$ cat src/rtl/pdic_regs.svh
// Register offsets, field positions, reset values and timing counts of the power controller.
// Assumes it is included by bare name after the package is compiled.
`ifndef PDIC_REGS_SVH
`define PDIC_REGS_SVH

// =============================================================
// Register map
`define PDIC_POWER_CONTROL_ADDR 8'h87
`define PDIC_POWER_CONTROL_RST  8'h10
`define PDIC_POWER_CONTROL_WMSK 8'hDF

// =============================================================
// Field positions
`define PDIC_BIT_CPU_HALT     0
`define PDIC_BIT_POWER_DOWN   1
`define PDIC_BIT_USER_FLAG0   2
`define PDIC_BIT_USER_FLAG1   3
`define PDIC_BIT_COLD_START   4
`define PDIC_BIT_RESERVED     5
`define PDIC_BIT_VIEW_SELECT  6
`define PDIC_BIT_BAUD_DOUBLER 7

// =============================================================
// Timing counts in oscillator clocks
`define PDIC_KBD_WAKE_CLKS 1024
`define PDIC_RST_HOLD_CLKS 24

`endif

$ cat src/rtl/pdic_pkg.sv
// Types shared by the power controller files.
// Assumes it is compiled before every other file of the block.
`default_nettype none

package pdic_pkg;

	// =============================================================
	// Mode states
	typedef enum logic [2:0] {
		PDIC_RUN,
		PDIC_IDLE,
		PDIC_PDOWN,
		PDIC_OSC_ON,
		PDIC_KBD_WAIT,
		PDIC_WAKE
	} pdic_state_t;

	// =============================================================
	// Wake sources, also the index into the source masks
	typedef enum logic [1:0] {
		PDIC_SRC_EXT0,
		PDIC_SRC_EXT1,
		PDIC_SRC_KBD,
		PDIC_SRC_USB
	} pdic_src_t;

	// =============================================================
	// Special function register access from the core
	typedef struct packed {
		logic [7:0] addr;
		logic       wr;
		logic       rd;
		logic [7:0] wdata;
	} pdic_sfr_req_t;

	// =============================================================
	// Port pin drive of ports 0 and 2
	typedef struct packed {
		logic [7:0] p0_do;
		logic [7:0] p0_oe;
		logic [7:0] p2_do;
		logic [7:0] p2_oe;
	} pdic_pins_t;

endpackage

`default_nettype wire

$ cat src/rtl/pdic_sync.sv
// Two-stage synchroniser for pins that arrive from outside the clock domain.
// Assumes one clock, an active-low asynchronous reset and a clock enable.
`default_nettype none

module pdic_sync #(
	parameter int         WIDTH    = 2,
	parameter logic [7:0] RST_VAL  = 8'hFF
) (
	input  wire logic             clk_in,
	input  wire logic             rst_b_in,
	input  wire logic             clk_en_in,
	input  wire logic [WIDTH-1:0] async_in,
	output logic      [WIDTH-1:0] sync_out
);

	logic [WIDTH-1:0] meta_r;

	if (WIDTH < 1 || WIDTH > 8) begin : g_bad_width
		$error("pdic_sync: WIDTH must lie between 1 and 8.");
	end

	// =============================================================
	// Synchroniser stages
	always_ff @(posedge clk_in or negedge rst_b_in) begin
		if (!rst_b_in) begin
			meta_r   <= RST_VAL[WIDTH-1:0];
			sync_out <= RST_VAL[WIDTH-1:0];
		end else if (clk_en_in) begin
			meta_r   <= async_in;
			sync_out <= meta_r;
		end
	end

endmodule

`default_nettype wire

$ cat src/rtl/pdic_top.sv
// Idle and power-down controller: power control register, mode sequencing and wake-up.
// Assumes the core, the interrupt controller and the port latches sit on the inner side.
//
// Operation
// - Power-down bit stops oscillator after setting instruction.
// - Power-down keeps RAM and registers unchanged.
// - Only two pins, keyboard, USB wake power-down.
// - Wake source must be enabled and configured.
// - Keyboard wake waits 1024 clocks before resuming.
// - Pin low restarts oscillator, release completes exit.
// - Either pin low restarts; first release exits.
// - Higher priority source is serviced first.
// - Execution resumes after the power-down instruction.
// - Reset exit reinitialises registers; interrupt exit keeps.
// - No exit alters internal RAM.
// - Both bits set: power-down exit, both cleared.
// - Fetch strobes high in idle, low in power-down.
// - Ports hold data; with external program memory port 0 floats, port 2 addresses in idle only.
// - Bit 7 doubles baud; bit 6 picks view.
// - Cold start flag set on power-up, software clears.
// - Bits 3 and 2 are software flags.
// - Power-down bit cleared by any reset.
// - Halt bit cleared by interrupt or reset.
// - Reserved bit 5 always reads zero.
// - Idle stops only the CPU clock.
// - Idle reset pin held 24 clocks takes effect.
`include "pdic_regs.svh"
`default_nettype none

module pdic_top #(
	parameter int KBD_WAKE_CLKS = `PDIC_KBD_WAKE_CLKS,
	parameter int RST_HOLD_CLKS = `PDIC_RST_HOLD_CLKS
) (
	input  wire logic                   clk_in,
	input  wire logic                   rst_b_in,
	input  wire logic                   clk_en_in,
	input  wire pdic_pkg::pdic_sfr_req_t sfr_req_in,
	output logic [7:0]                  sfr_rdata_out,
	input  wire logic                   cold_power_up_in,
	input  wire logic                   reset_pin_in,
	input  wire logic [1:0]             ext_int_b_in,
	input  wire logic [1:0]             ext_int_edge_in,
	input  wire logic                   kbd_int_in,
	input  wire logic                   usb_int_in,
	input  wire logic [3:0]             wake_enable_in,
	input  wire logic [3:0]             wake_high_prio_in,
	input  wire logic                   idle_irq_in,
	input  wire logic                   ext_prog_mem_in,
	input  wire logic                   core_ale_in,
	input  wire logic                   core_prog_fetch_strobe_in,
	input  wire pdic_pkg::pdic_pins_t   core_pins_in,
	input  wire logic [7:0]             core_addr_hi_in,
	output pdic_pkg::pdic_pins_t        pins_out,
	output logic                        ale_out,
	output logic                        program_fetch_strobe_out,
	output logic                        osc_run_out,
	output logic                        cpu_clk_en_out,
	output logic                        periph_clk_en_out,
	output logic                        sfr_hold_out,
	output logic                        ram_hold_out,
	output logic                        core_reset_out,
	output logic                        wake_valid_out,
	output pdic_pkg::pdic_src_t         wake_src_out,
	output logic                        baud_doubler_out,
	output logic                        serial_bit_view_select_out
);

	// =============================================================
	// Elaboration checks
	if (KBD_WAKE_CLKS < 2 || KBD_WAKE_CLKS > 65535) begin : g_bad_kbd_clks
		$error("pdic_top: KBD_WAKE_CLKS must lie between 2 and 65535.");
	end
	if (RST_HOLD_CLKS < 2 || RST_HOLD_CLKS > 255) begin : g_bad_rst_clks
		$error("pdic_top: RST_HOLD_CLKS must lie between 2 and 255.");
	end

	// =============================================================
	// Priority selection among pending wake sources
	function automatic pdic_pkg::pdic_src_t pick_src(input logic [3:0] pend,
		input logic [3:0] hi);
		logic [3:0] hot;
		pdic_pkg::pdic_src_t sel;
		hot = pend & hi;
		if (hot == 4'h0) begin
			hot = pend;
		end
		if (hot[0]) begin
			sel = pdic_pkg::PDIC_SRC_EXT0;
		end else if (hot[1]) begin
			sel = pdic_pkg::PDIC_SRC_EXT1;
		end else if (hot[2]) begin
			sel = pdic_pkg::PDIC_SRC_KBD;
		end else begin
			sel = pdic_pkg::PDIC_SRC_USB;
		end
		return sel;
	endfunction

	// =============================================================
	// Declarations
	pdic_pkg::pdic_state_t state_r;
	pdic_pkg::pdic_state_t state_nxt;
	logic [7:0]            power_control_r;
	logic [7:0]            power_control_nxt;
	logic [3:0]            pend_r;
	logic [3:0]            pend_nxt;
	logic [15:0]           kbd_cnt_r;
	logic [15:0]           kbd_cnt_nxt;
	logic [7:0]            rst_cnt_r;
	logic [1:0]            ext_s;
	logic [1:0]            ext_prev_r;
	logic                  rst_pin_s;
	logic [7:0]            addr_hold_r;

	// =============================================================
	// Pin synchronisers
	pdic_sync #(
		.WIDTH   (2),
		.RST_VAL (8'hFF)
	) u_ext_sync (
		.clk_in    (clk_in),
		.rst_b_in  (rst_b_in),
		.clk_en_in (clk_en_in),
		.async_in  (ext_int_b_in),
		.sync_out  (ext_s)
	);

	pdic_sync #(
		.WIDTH   (1),
		.RST_VAL (8'h00)
	) u_rst_sync (
		.clk_in    (clk_in),
		.rst_b_in  (rst_b_in),
		.clk_en_in (clk_en_in),
		.async_in  (reset_pin_in),
		.sync_out  (rst_pin_s)
	);

	// =============================================================
	// Decode
	wire       sfr_hit   = sfr_req_in.addr == `PDIC_POWER_CONTROL_ADDR;
	wire       sfr_wr    = sfr_hit && sfr_req_in.wr;
	wire       sfr_rd    = sfr_hit && sfr_req_in.rd;
	wire       power_down_request_bit = power_control_r[`PDIC_BIT_POWER_DOWN];
	wire       cpu_halt_bit           = power_control_r[`PDIC_BIT_CPU_HALT];
	wire       in_pdown  = state_r == pdic_pkg::PDIC_PDOWN
	                    || state_r == pdic_pkg::PDIC_OSC_ON
	                    || state_r == pdic_pkg::PDIC_KBD_WAIT;
	wire       in_idle   = state_r == pdic_pkg::PDIC_IDLE;
	wire [1:0] ext_low   = wake_enable_in[1:0] & ~ext_s
	                    & (~ext_int_edge_in | ext_prev_r);
	wire [1:0] ext_rise  = pend_r[1:0] & ext_s & ~ext_prev_r;
	wire       kbd_wake  = wake_enable_in[2] && kbd_int_in;
	wire       usb_wake  = wake_enable_in[3] && usb_int_in;
	wire       kbd_done  = kbd_cnt_r == 16'(KBD_WAKE_CLKS - 1);
	wire       rst_hit   = rst_pin_s && rst_cnt_r == 8'(RST_HOLD_CLKS - 1);
	wire       rst_held  = rst_pin_s && rst_cnt_r == 8'(RST_HOLD_CLKS);
	wire       sw_write  = sfr_wr && state_r == pdic_pkg::PDIC_RUN;

	// =============================================================
	// Mode sequencing
	always_comb begin
		state_nxt   = state_r;
		pend_nxt    = pend_r;
		kbd_cnt_nxt = kbd_cnt_r;
		case (state_r)
			pdic_pkg::PDIC_RUN: begin
				if (power_down_request_bit) begin
					state_nxt = pdic_pkg::PDIC_PDOWN;
				end else if (cpu_halt_bit) begin
					state_nxt = pdic_pkg::PDIC_IDLE;
				end
			end
			pdic_pkg::PDIC_IDLE: begin
				if (idle_irq_in) begin
					state_nxt = pdic_pkg::PDIC_RUN;
				end
			end
			pdic_pkg::PDIC_PDOWN: begin
				if (ext_low != 2'b00) begin
					pend_nxt  = {2'b00, ext_low};
					state_nxt = pdic_pkg::PDIC_OSC_ON;
				end else if (kbd_wake) begin
					pend_nxt    = 4'h4;
					kbd_cnt_nxt = 16'h0000;
					state_nxt   = pdic_pkg::PDIC_KBD_WAIT;
				end else if (usb_wake) begin
					pend_nxt  = 4'h8;
					state_nxt = pdic_pkg::PDIC_WAKE;
				end
			end
			pdic_pkg::PDIC_OSC_ON: begin
				pend_nxt = pend_r | {2'b00, ext_low};
				if (ext_rise != 2'b00) begin
					state_nxt = pdic_pkg::PDIC_WAKE;
				end
			end
			pdic_pkg::PDIC_KBD_WAIT: begin
				kbd_cnt_nxt = kbd_cnt_r + 16'h0001;
				if (kbd_done) begin
					state_nxt = pdic_pkg::PDIC_WAKE;
				end
			end
			pdic_pkg::PDIC_WAKE: begin
				pend_nxt  = 4'h0;
				state_nxt = pdic_pkg::PDIC_RUN;
			end
			default: begin
				state_nxt = pdic_pkg::PDIC_RUN;
			end
		endcase
	end

	// =============================================================
	// Power control register
	always_comb begin
		power_control_nxt = power_control_r;
		if (sw_write) begin
			power_control_nxt = sfr_req_in.wdata & `PDIC_POWER_CONTROL_WMSK;
		end
		if (state_r == pdic_pkg::PDIC_IDLE && idle_irq_in) begin
			power_control_nxt[`PDIC_BIT_CPU_HALT] = 1'b0;
		end
		if (state_r == pdic_pkg::PDIC_WAKE) begin
			power_control_nxt[`PDIC_BIT_POWER_DOWN] = 1'b0;
			power_control_nxt[`PDIC_BIT_CPU_HALT]   = 1'b0;
		end
		if (cold_power_up_in) begin
			power_control_nxt[`PDIC_BIT_COLD_START] = 1'b1;
		end
	end

	always_ff @(posedge clk_in or negedge rst_b_in) begin
		if (!rst_b_in) begin
			power_control_r <= `PDIC_POWER_CONTROL_RST;
		end else if (clk_en_in) begin
			if (rst_hit) begin
				power_control_r <= `PDIC_POWER_CONTROL_RST;
			end else begin
				power_control_r <= power_control_nxt;
			end
		end
	end

	// =============================================================
	// State, counters and pin history
	always_ff @(posedge clk_in or negedge rst_b_in) begin
		if (!rst_b_in) begin
			state_r    <= pdic_pkg::PDIC_RUN;
			pend_r     <= 4'h0;
			kbd_cnt_r  <= 16'h0000;
			ext_prev_r <= 2'b11;
		end else if (clk_en_in) begin
			ext_prev_r <= ext_s;
			kbd_cnt_r  <= kbd_cnt_nxt;
			if (rst_hit) begin
				state_r <= pdic_pkg::PDIC_RUN;
				pend_r  <= 4'h0;
			end else begin
				state_r <= state_nxt;
				pend_r  <= pend_nxt;
			end
		end
	end

	// Reset pin qualification: the pin must stay high for the hold count.
	always_ff @(posedge clk_in or negedge rst_b_in) begin
		if (!rst_b_in) begin
			rst_cnt_r <= 8'h00;
		end else if (clk_en_in) begin
			if (!rst_pin_s) begin
				rst_cnt_r <= 8'h00;
			end else if (!rst_held) begin
				rst_cnt_r <= rst_cnt_r + 8'h01;
			end
		end
	end

	// =============================================================
	// Register read and wake vector
	always_ff @(posedge clk_in or negedge rst_b_in) begin
		if (!rst_b_in) begin
			sfr_rdata_out  <= 8'h00;
			wake_valid_out <= 1'b0;
			wake_src_out   <= pdic_pkg::PDIC_SRC_EXT0;
		end else if (clk_en_in) begin
			sfr_rdata_out  <= sfr_rd ? (power_control_r & `PDIC_POWER_CONTROL_WMSK) : 8'h00;
			wake_valid_out <= state_r == pdic_pkg::PDIC_WAKE && !rst_hit;
			if (state_r == pdic_pkg::PDIC_WAKE) begin
				wake_src_out <= pick_src(pend_r, wake_high_prio_in);
			end
		end
	end

	// =============================================================
	// Clock gating, retention and strobes
	always_ff @(posedge clk_in or negedge rst_b_in) begin
		if (!rst_b_in) begin
			osc_run_out                <= 1'b1;
			cpu_clk_en_out             <= 1'b1;
			periph_clk_en_out          <= 1'b1;
			sfr_hold_out               <= 1'b0;
			ram_hold_out               <= 1'b0;
			core_reset_out             <= 1'b0;
			ale_out                    <= 1'b0;
			program_fetch_strobe_out   <= 1'b0;
			baud_doubler_out           <= 1'b0;
			serial_bit_view_select_out <= 1'b0;
		end else if (clk_en_in) begin
			osc_run_out       <= state_nxt != pdic_pkg::PDIC_PDOWN || rst_pin_s;
			cpu_clk_en_out    <= state_nxt == pdic_pkg::PDIC_RUN
			                  || state_nxt == pdic_pkg::PDIC_WAKE;
			periph_clk_en_out <= state_nxt == pdic_pkg::PDIC_RUN
			                  || state_nxt == pdic_pkg::PDIC_IDLE
			                  || state_nxt == pdic_pkg::PDIC_WAKE;
			sfr_hold_out      <= in_pdown;
			ram_hold_out      <= in_pdown;
			core_reset_out    <= rst_hit || rst_held;
			if (in_idle) begin
				ale_out                  <= 1'b1;
				program_fetch_strobe_out <= 1'b1;
			end else if (in_pdown) begin
				ale_out                  <= 1'b0;
				program_fetch_strobe_out <= 1'b0;
			end else begin
				ale_out                  <= core_ale_in;
				program_fetch_strobe_out <= core_prog_fetch_strobe_in;
			end
			baud_doubler_out           <= power_control_r[`PDIC_BIT_BAUD_DOUBLER];
			serial_bit_view_select_out <= power_control_r[`PDIC_BIT_VIEW_SELECT];
		end
	end

	// =============================================================
	// Port pins
	always_ff @(posedge clk_in or negedge rst_b_in) begin
		if (!rst_b_in) begin
			pins_out    <= '0;
			addr_hold_r <= 8'h00;
		end else if (clk_en_in) begin
			if (state_r == pdic_pkg::PDIC_RUN) begin
				addr_hold_r <= core_addr_hi_in;
			end
			if (in_idle || in_pdown) begin
				pins_out.p0_do <= core_pins_in.p0_do;
				pins_out.p0_oe <= ext_prog_mem_in ? 8'h00 : ~core_pins_in.p0_do;
				pins_out.p2_do <= (in_idle && ext_prog_mem_in) ? addr_hold_r
				                                               : core_pins_in.p2_do;
				pins_out.p2_oe <= (in_idle && ext_prog_mem_in) ? 8'hFF
				                                               : core_pins_in.p2_oe;
			end else begin
				pins_out <= core_pins_in;
			end
		end
	end

endmodule

`default_nettype wire

$ cat config.mk
export PLATFORM = sky130hd
export DESIGN_NAME = pdic_top
export DESIGN_NICKNAME = d
export VERILOG_FILES = /design/src/rtl/pdic_pkg.sv /design/src/rtl/pdic_sync.sv /design/src/rtl/pdic_top.sv
export VERILOG_INCLUDE_DIRS = /design/src /design/src/rtl
export SDC_FILE = /design/constraint.sdc
export NUM_CORES = 1
export LEC_CHECK = 0
export BUFFER_PORTS_ARGS = -buffer_cell sky130_fd_sc_hd__buf_4
export CORE_MARGIN = 5
export CORE_UTILIZATION = 40
export CTS_BUF_LIST = sky130_fd_sc_hd__clkbuf_8
export CTS_CLUSTER_SIZE = 12
export DETAILED_ROUTE_END_ITERATION = 6
export PLACE_DENSITY = 0.67
export SLEW_MARGIN = 5
export SYNTH_ARGS = -nofsm -noshare
export SYNTH_HDL_FRONTEND = slang
export SYNTH_SLANG_ARGS = --single-unit
$ cat constraint.sdc
create_clock -name clk_in -period 3 [get_ports clk_in]
set_input_delay 0.45 -clock clk_in [delete_from_list [all_inputs] [get_ports clk_in]]
set_output_delay 0.45 -clock clk_in [all_outputs]
set_load 0.01 [all_outputs]
==> run_results.csv <==
group,metric,value,unit
status,status,"finished clean",
route,drt_first_iter_violations,279,
global_routing,grt_pass1_vias,4233,
die,die_height,122,um
synth,synth_edf_count,0,
synth,yosysSeqAreaShare,0.526,
final_layout,final_common_cell,"buf_4",
power_and_ir_drop,power.switching,1.64,mW
die,num_rows,41,
route,vias,4225,
global_routing,grt_first_pass_wirelength,20800,um
power_and_ir_drop,ir_drop,0.000547,V
route,viasPerCell,5.29,
synth,synth-seq-cells,105,
timing,finClkSkew,12.9,ps
final_layout,layout_common_cells,"buf_4, dfrtp_1, nor2_1, a21oi_1, nand2_1",
die,core,0.0125,mm2
final_layout,fin_nets,705,
synth,synth_cell_type_count,57,
synth,synth.avg_cell_area,10.1,um2
timing,hold_viol,0,
cts,cts-root-buf,"clkbuf_8",
critical_path,path_max_fanout,23,
power_and_ir_drop,power.share.clock,0.197,
run,maxCapViolations,0,
global_routing,grt_max_degree,61,
timing,finalCritPeriodShare,0.880,
synth,ys_warn_count,0,
power_and_ir_drop,p_per_area,703,mW/mm2
power_and_ir_drop,p_comb_frac,0.350,
timing,maxSlewViolCount,0,
power_and_ir_drop,sequentialPowerShare,0.453,
synth,syn_area,0.00502,mm2
synth,ys_async_sr_fraction,1.00,
final_layout,fillers,1151,
synth,yosys.area.top_type,"dfrtp_1",
route,drc,0,
timing,tightestPinTransition,1120,ps
cts,cts_sinks,105,
cts,cts_tree,"done",
placement,gp_congestion,0.821,
placement,io_buffers,131,
power_and_ir_drop,sw_frac_of_total,0.367,
final_layout,num_antenna_cells,0,
global_routing,grt.overflow.total,0,
cts,cts_resized,0,
timing,finalSetupViolCount,0,
final_layout,area_growth,26.5,%
critical_path,critPathRequiredTime,3310,ps
timing,relSlewSlack,0.246,
final_layout,drive_gt1_frac,0.313,
global_routing,grt_usage,0.176,
cts,clkLatencyLatePin,380,ps
critical_path,crit_type,"reg2reg",
timing,rsz0062_at_grt,"no",
die,start_util,0.402,
hold_path,hp-class,"in2async",
power_and_ir_drop,p_int,2.82,mW
route,wl_per_cell,15.9,um
timing,final.setup.tns,0,ps
synth,netlist.area_leader.share,0.474,
cts,htree_levels,3,
synth,synth-main-ff-cell,"dfrtp_1",
die,ios,134,
placement,hpwl,9280,um
synth,synthCells,499,
timing,final.min_clock_period,2640,ps
cts,clkSlewWorstSetupHoldPaths,110,ps
synth,synth_area_leaders,"dfrtp_1, mux2_2, dfstp_2, a21oi_1, nor2_1",
cts,numCtsBuffers,9,
die,dieWidth,122,um
timing,fmax,379,MHz
route,drt_pass1_iterations,5,
critical_path,cp.arrival,2950,ps
route,postRouteAntennaNets,0,
route,wirelength,12700,um
global_routing,antenna_found_initial,0,
critical_path,end_kind,"flip-flop",
cts,clockBufferDepth,2,
cts,postCtsHoldBufs,0,
timing,hold_ws,91.9,ps
power_and_ir_drop,p_leak,2.82,nW
synth,synth_fp_nets,583,
critical_path,cp-start-kind,"flip-flop",
cts,post_cts_buffers,0,
die,dieArea,0.0149,mm2
-- routing by layer --
layer | routed length [um] | GRT usage | up-vias | part of all wire
met5 | 0 | 0 | - | 0
met4 | 162 | 0.0420 | 0 | 0.013
met3 | 1180 | 0.0850 | 11 | 0.093
met2 | 5900 | 0.272 | 124 | 0.46
met1 | 5450 | 0.222 | 2034 | 0.43
li1 | - | - | 2056 | -
-- critical path, cell delays in order, from the launching register on --
cell and delay [ps]:
dfrtp_1 520, or3b_1 530, a221o_1 340, a21o_1 420
or4_1 590, a21oi_1 160
-- cells by family (layout without fill, tap and decap cells) --
group / after synthesis / in the layout / synth area share
adders and majority gates: 3 / 3 / 0.00748
muxes: 36 / 36 / 0.0781
xor gates and xnor gates: 3 / 3 / 0.00524
DFF: 105 / 105 / 0.526
AOI/OAI and AO/OA: 139 / 139 / 0.177
buffers and inverters: 44 / 171 / 0.0364
other: 1 / 1 / 0.000748
and+or+nand+nor: 168 / 168 / 0.169
-- area by class of cell --
class / instances / area, um2 / area share
repair buffers: 139 / 1040 / 0.164
multi-input cells: 350 / 2190 / 0.346
inverters: 16 / 60.1 / 0.00946
well taps: 172 / 215 / 0.0339
clock inverters: 6 / 57.6 / 0.00907
flip-flops and latches: 105 / 2640 / 0.416
clock buffers: 10 / 138 / 0.0217
-- registers in the layout, indices dropped and copies added (netlist names), 2 cells and up --
signal	flops
addr_hold_r	8
ext_prev_r	2
kbd_cnt_r	16
pend_r	4
pins_out	32
power_control_r	7
rst_cnt_r	8
sfr_rdata_out	7
state_r	3
u_ext_sync.meta_r	2
u_ext_sync.sync_out	2
wake_src_out	2
-- path summary, 6_finish.rpt --
path / startpoint / end / slack [ps] / depth (start not counted)
worst min register to register: rst_cnt_r[7] / rst_cnt_r[7] / 490 / 1
worst max-delay path: state_r[0] / kbd_cnt_r[12] / 360 / 5
max in group asynchronous: rst_b_in / periph_clk_en_out / 2030 / 2
worst max register to register: state_r[0] / kbd_cnt_r[12] / 360 / 5
min in group clk_in: sfr_req_in[7] / power_control_r[7] / 280 / 2
worst min-delay path: rst_b_in / sfr_rdata_out[0] / 90 / 1
-- synth_stat cells (4+ instances only) --
cell type	number
o21ai_0	30
o31ai_1	10
nor2_1	53
and3_1	11
nand2b_1	6
a22o_1	12
nor3_1	10
mux2i_1	11
nand2_1	34
mux2_2	25
a21oi_1	48
o22ai_1	5
dfrtp_1	95
or4_1	10
clkbuf_1	21
dfstp_2	10
inv_1	16
nand3_1	14
o2bb2ai_1	4
nor2b_1	6
-- power groups by stage --
stage | Sequential [mW] | Clock [mW] | Combinational (mW)
floorplan | 2.03 | 0 | 0.955
global placement | 2.03 | 0 | 1.54
detailed placement | 2.04 | 0 | 1.57
CTS | 2.02 | 0.913 | 1.58
global route | 2.07 | 0.980 | 1.74
finish | 2.02 | 0.880 | 1.56
-- metrics by stage --
step | setup WS, ps | cell area [um2] | utilization | power, mW | cells
6_report | 360 | 6350 | 0.509 | 4.46 | 798
5_1_grt | 180 | 6350 | 0.509 | 4.79 | 798
4_1_cts | 369 | 6350 | 0.509 | 4.51 | 798
3_5_place_dp | 396 | 6150 | 0.494 | 3.61 | 782
3_3_place_gp | 466 | 6150 | 0.494 | 3.57 | 782
2_1_floorplan | 797 | 5020 | - | 2.99 | 499
Note: power is estimated with default switching activity, not from simulation.
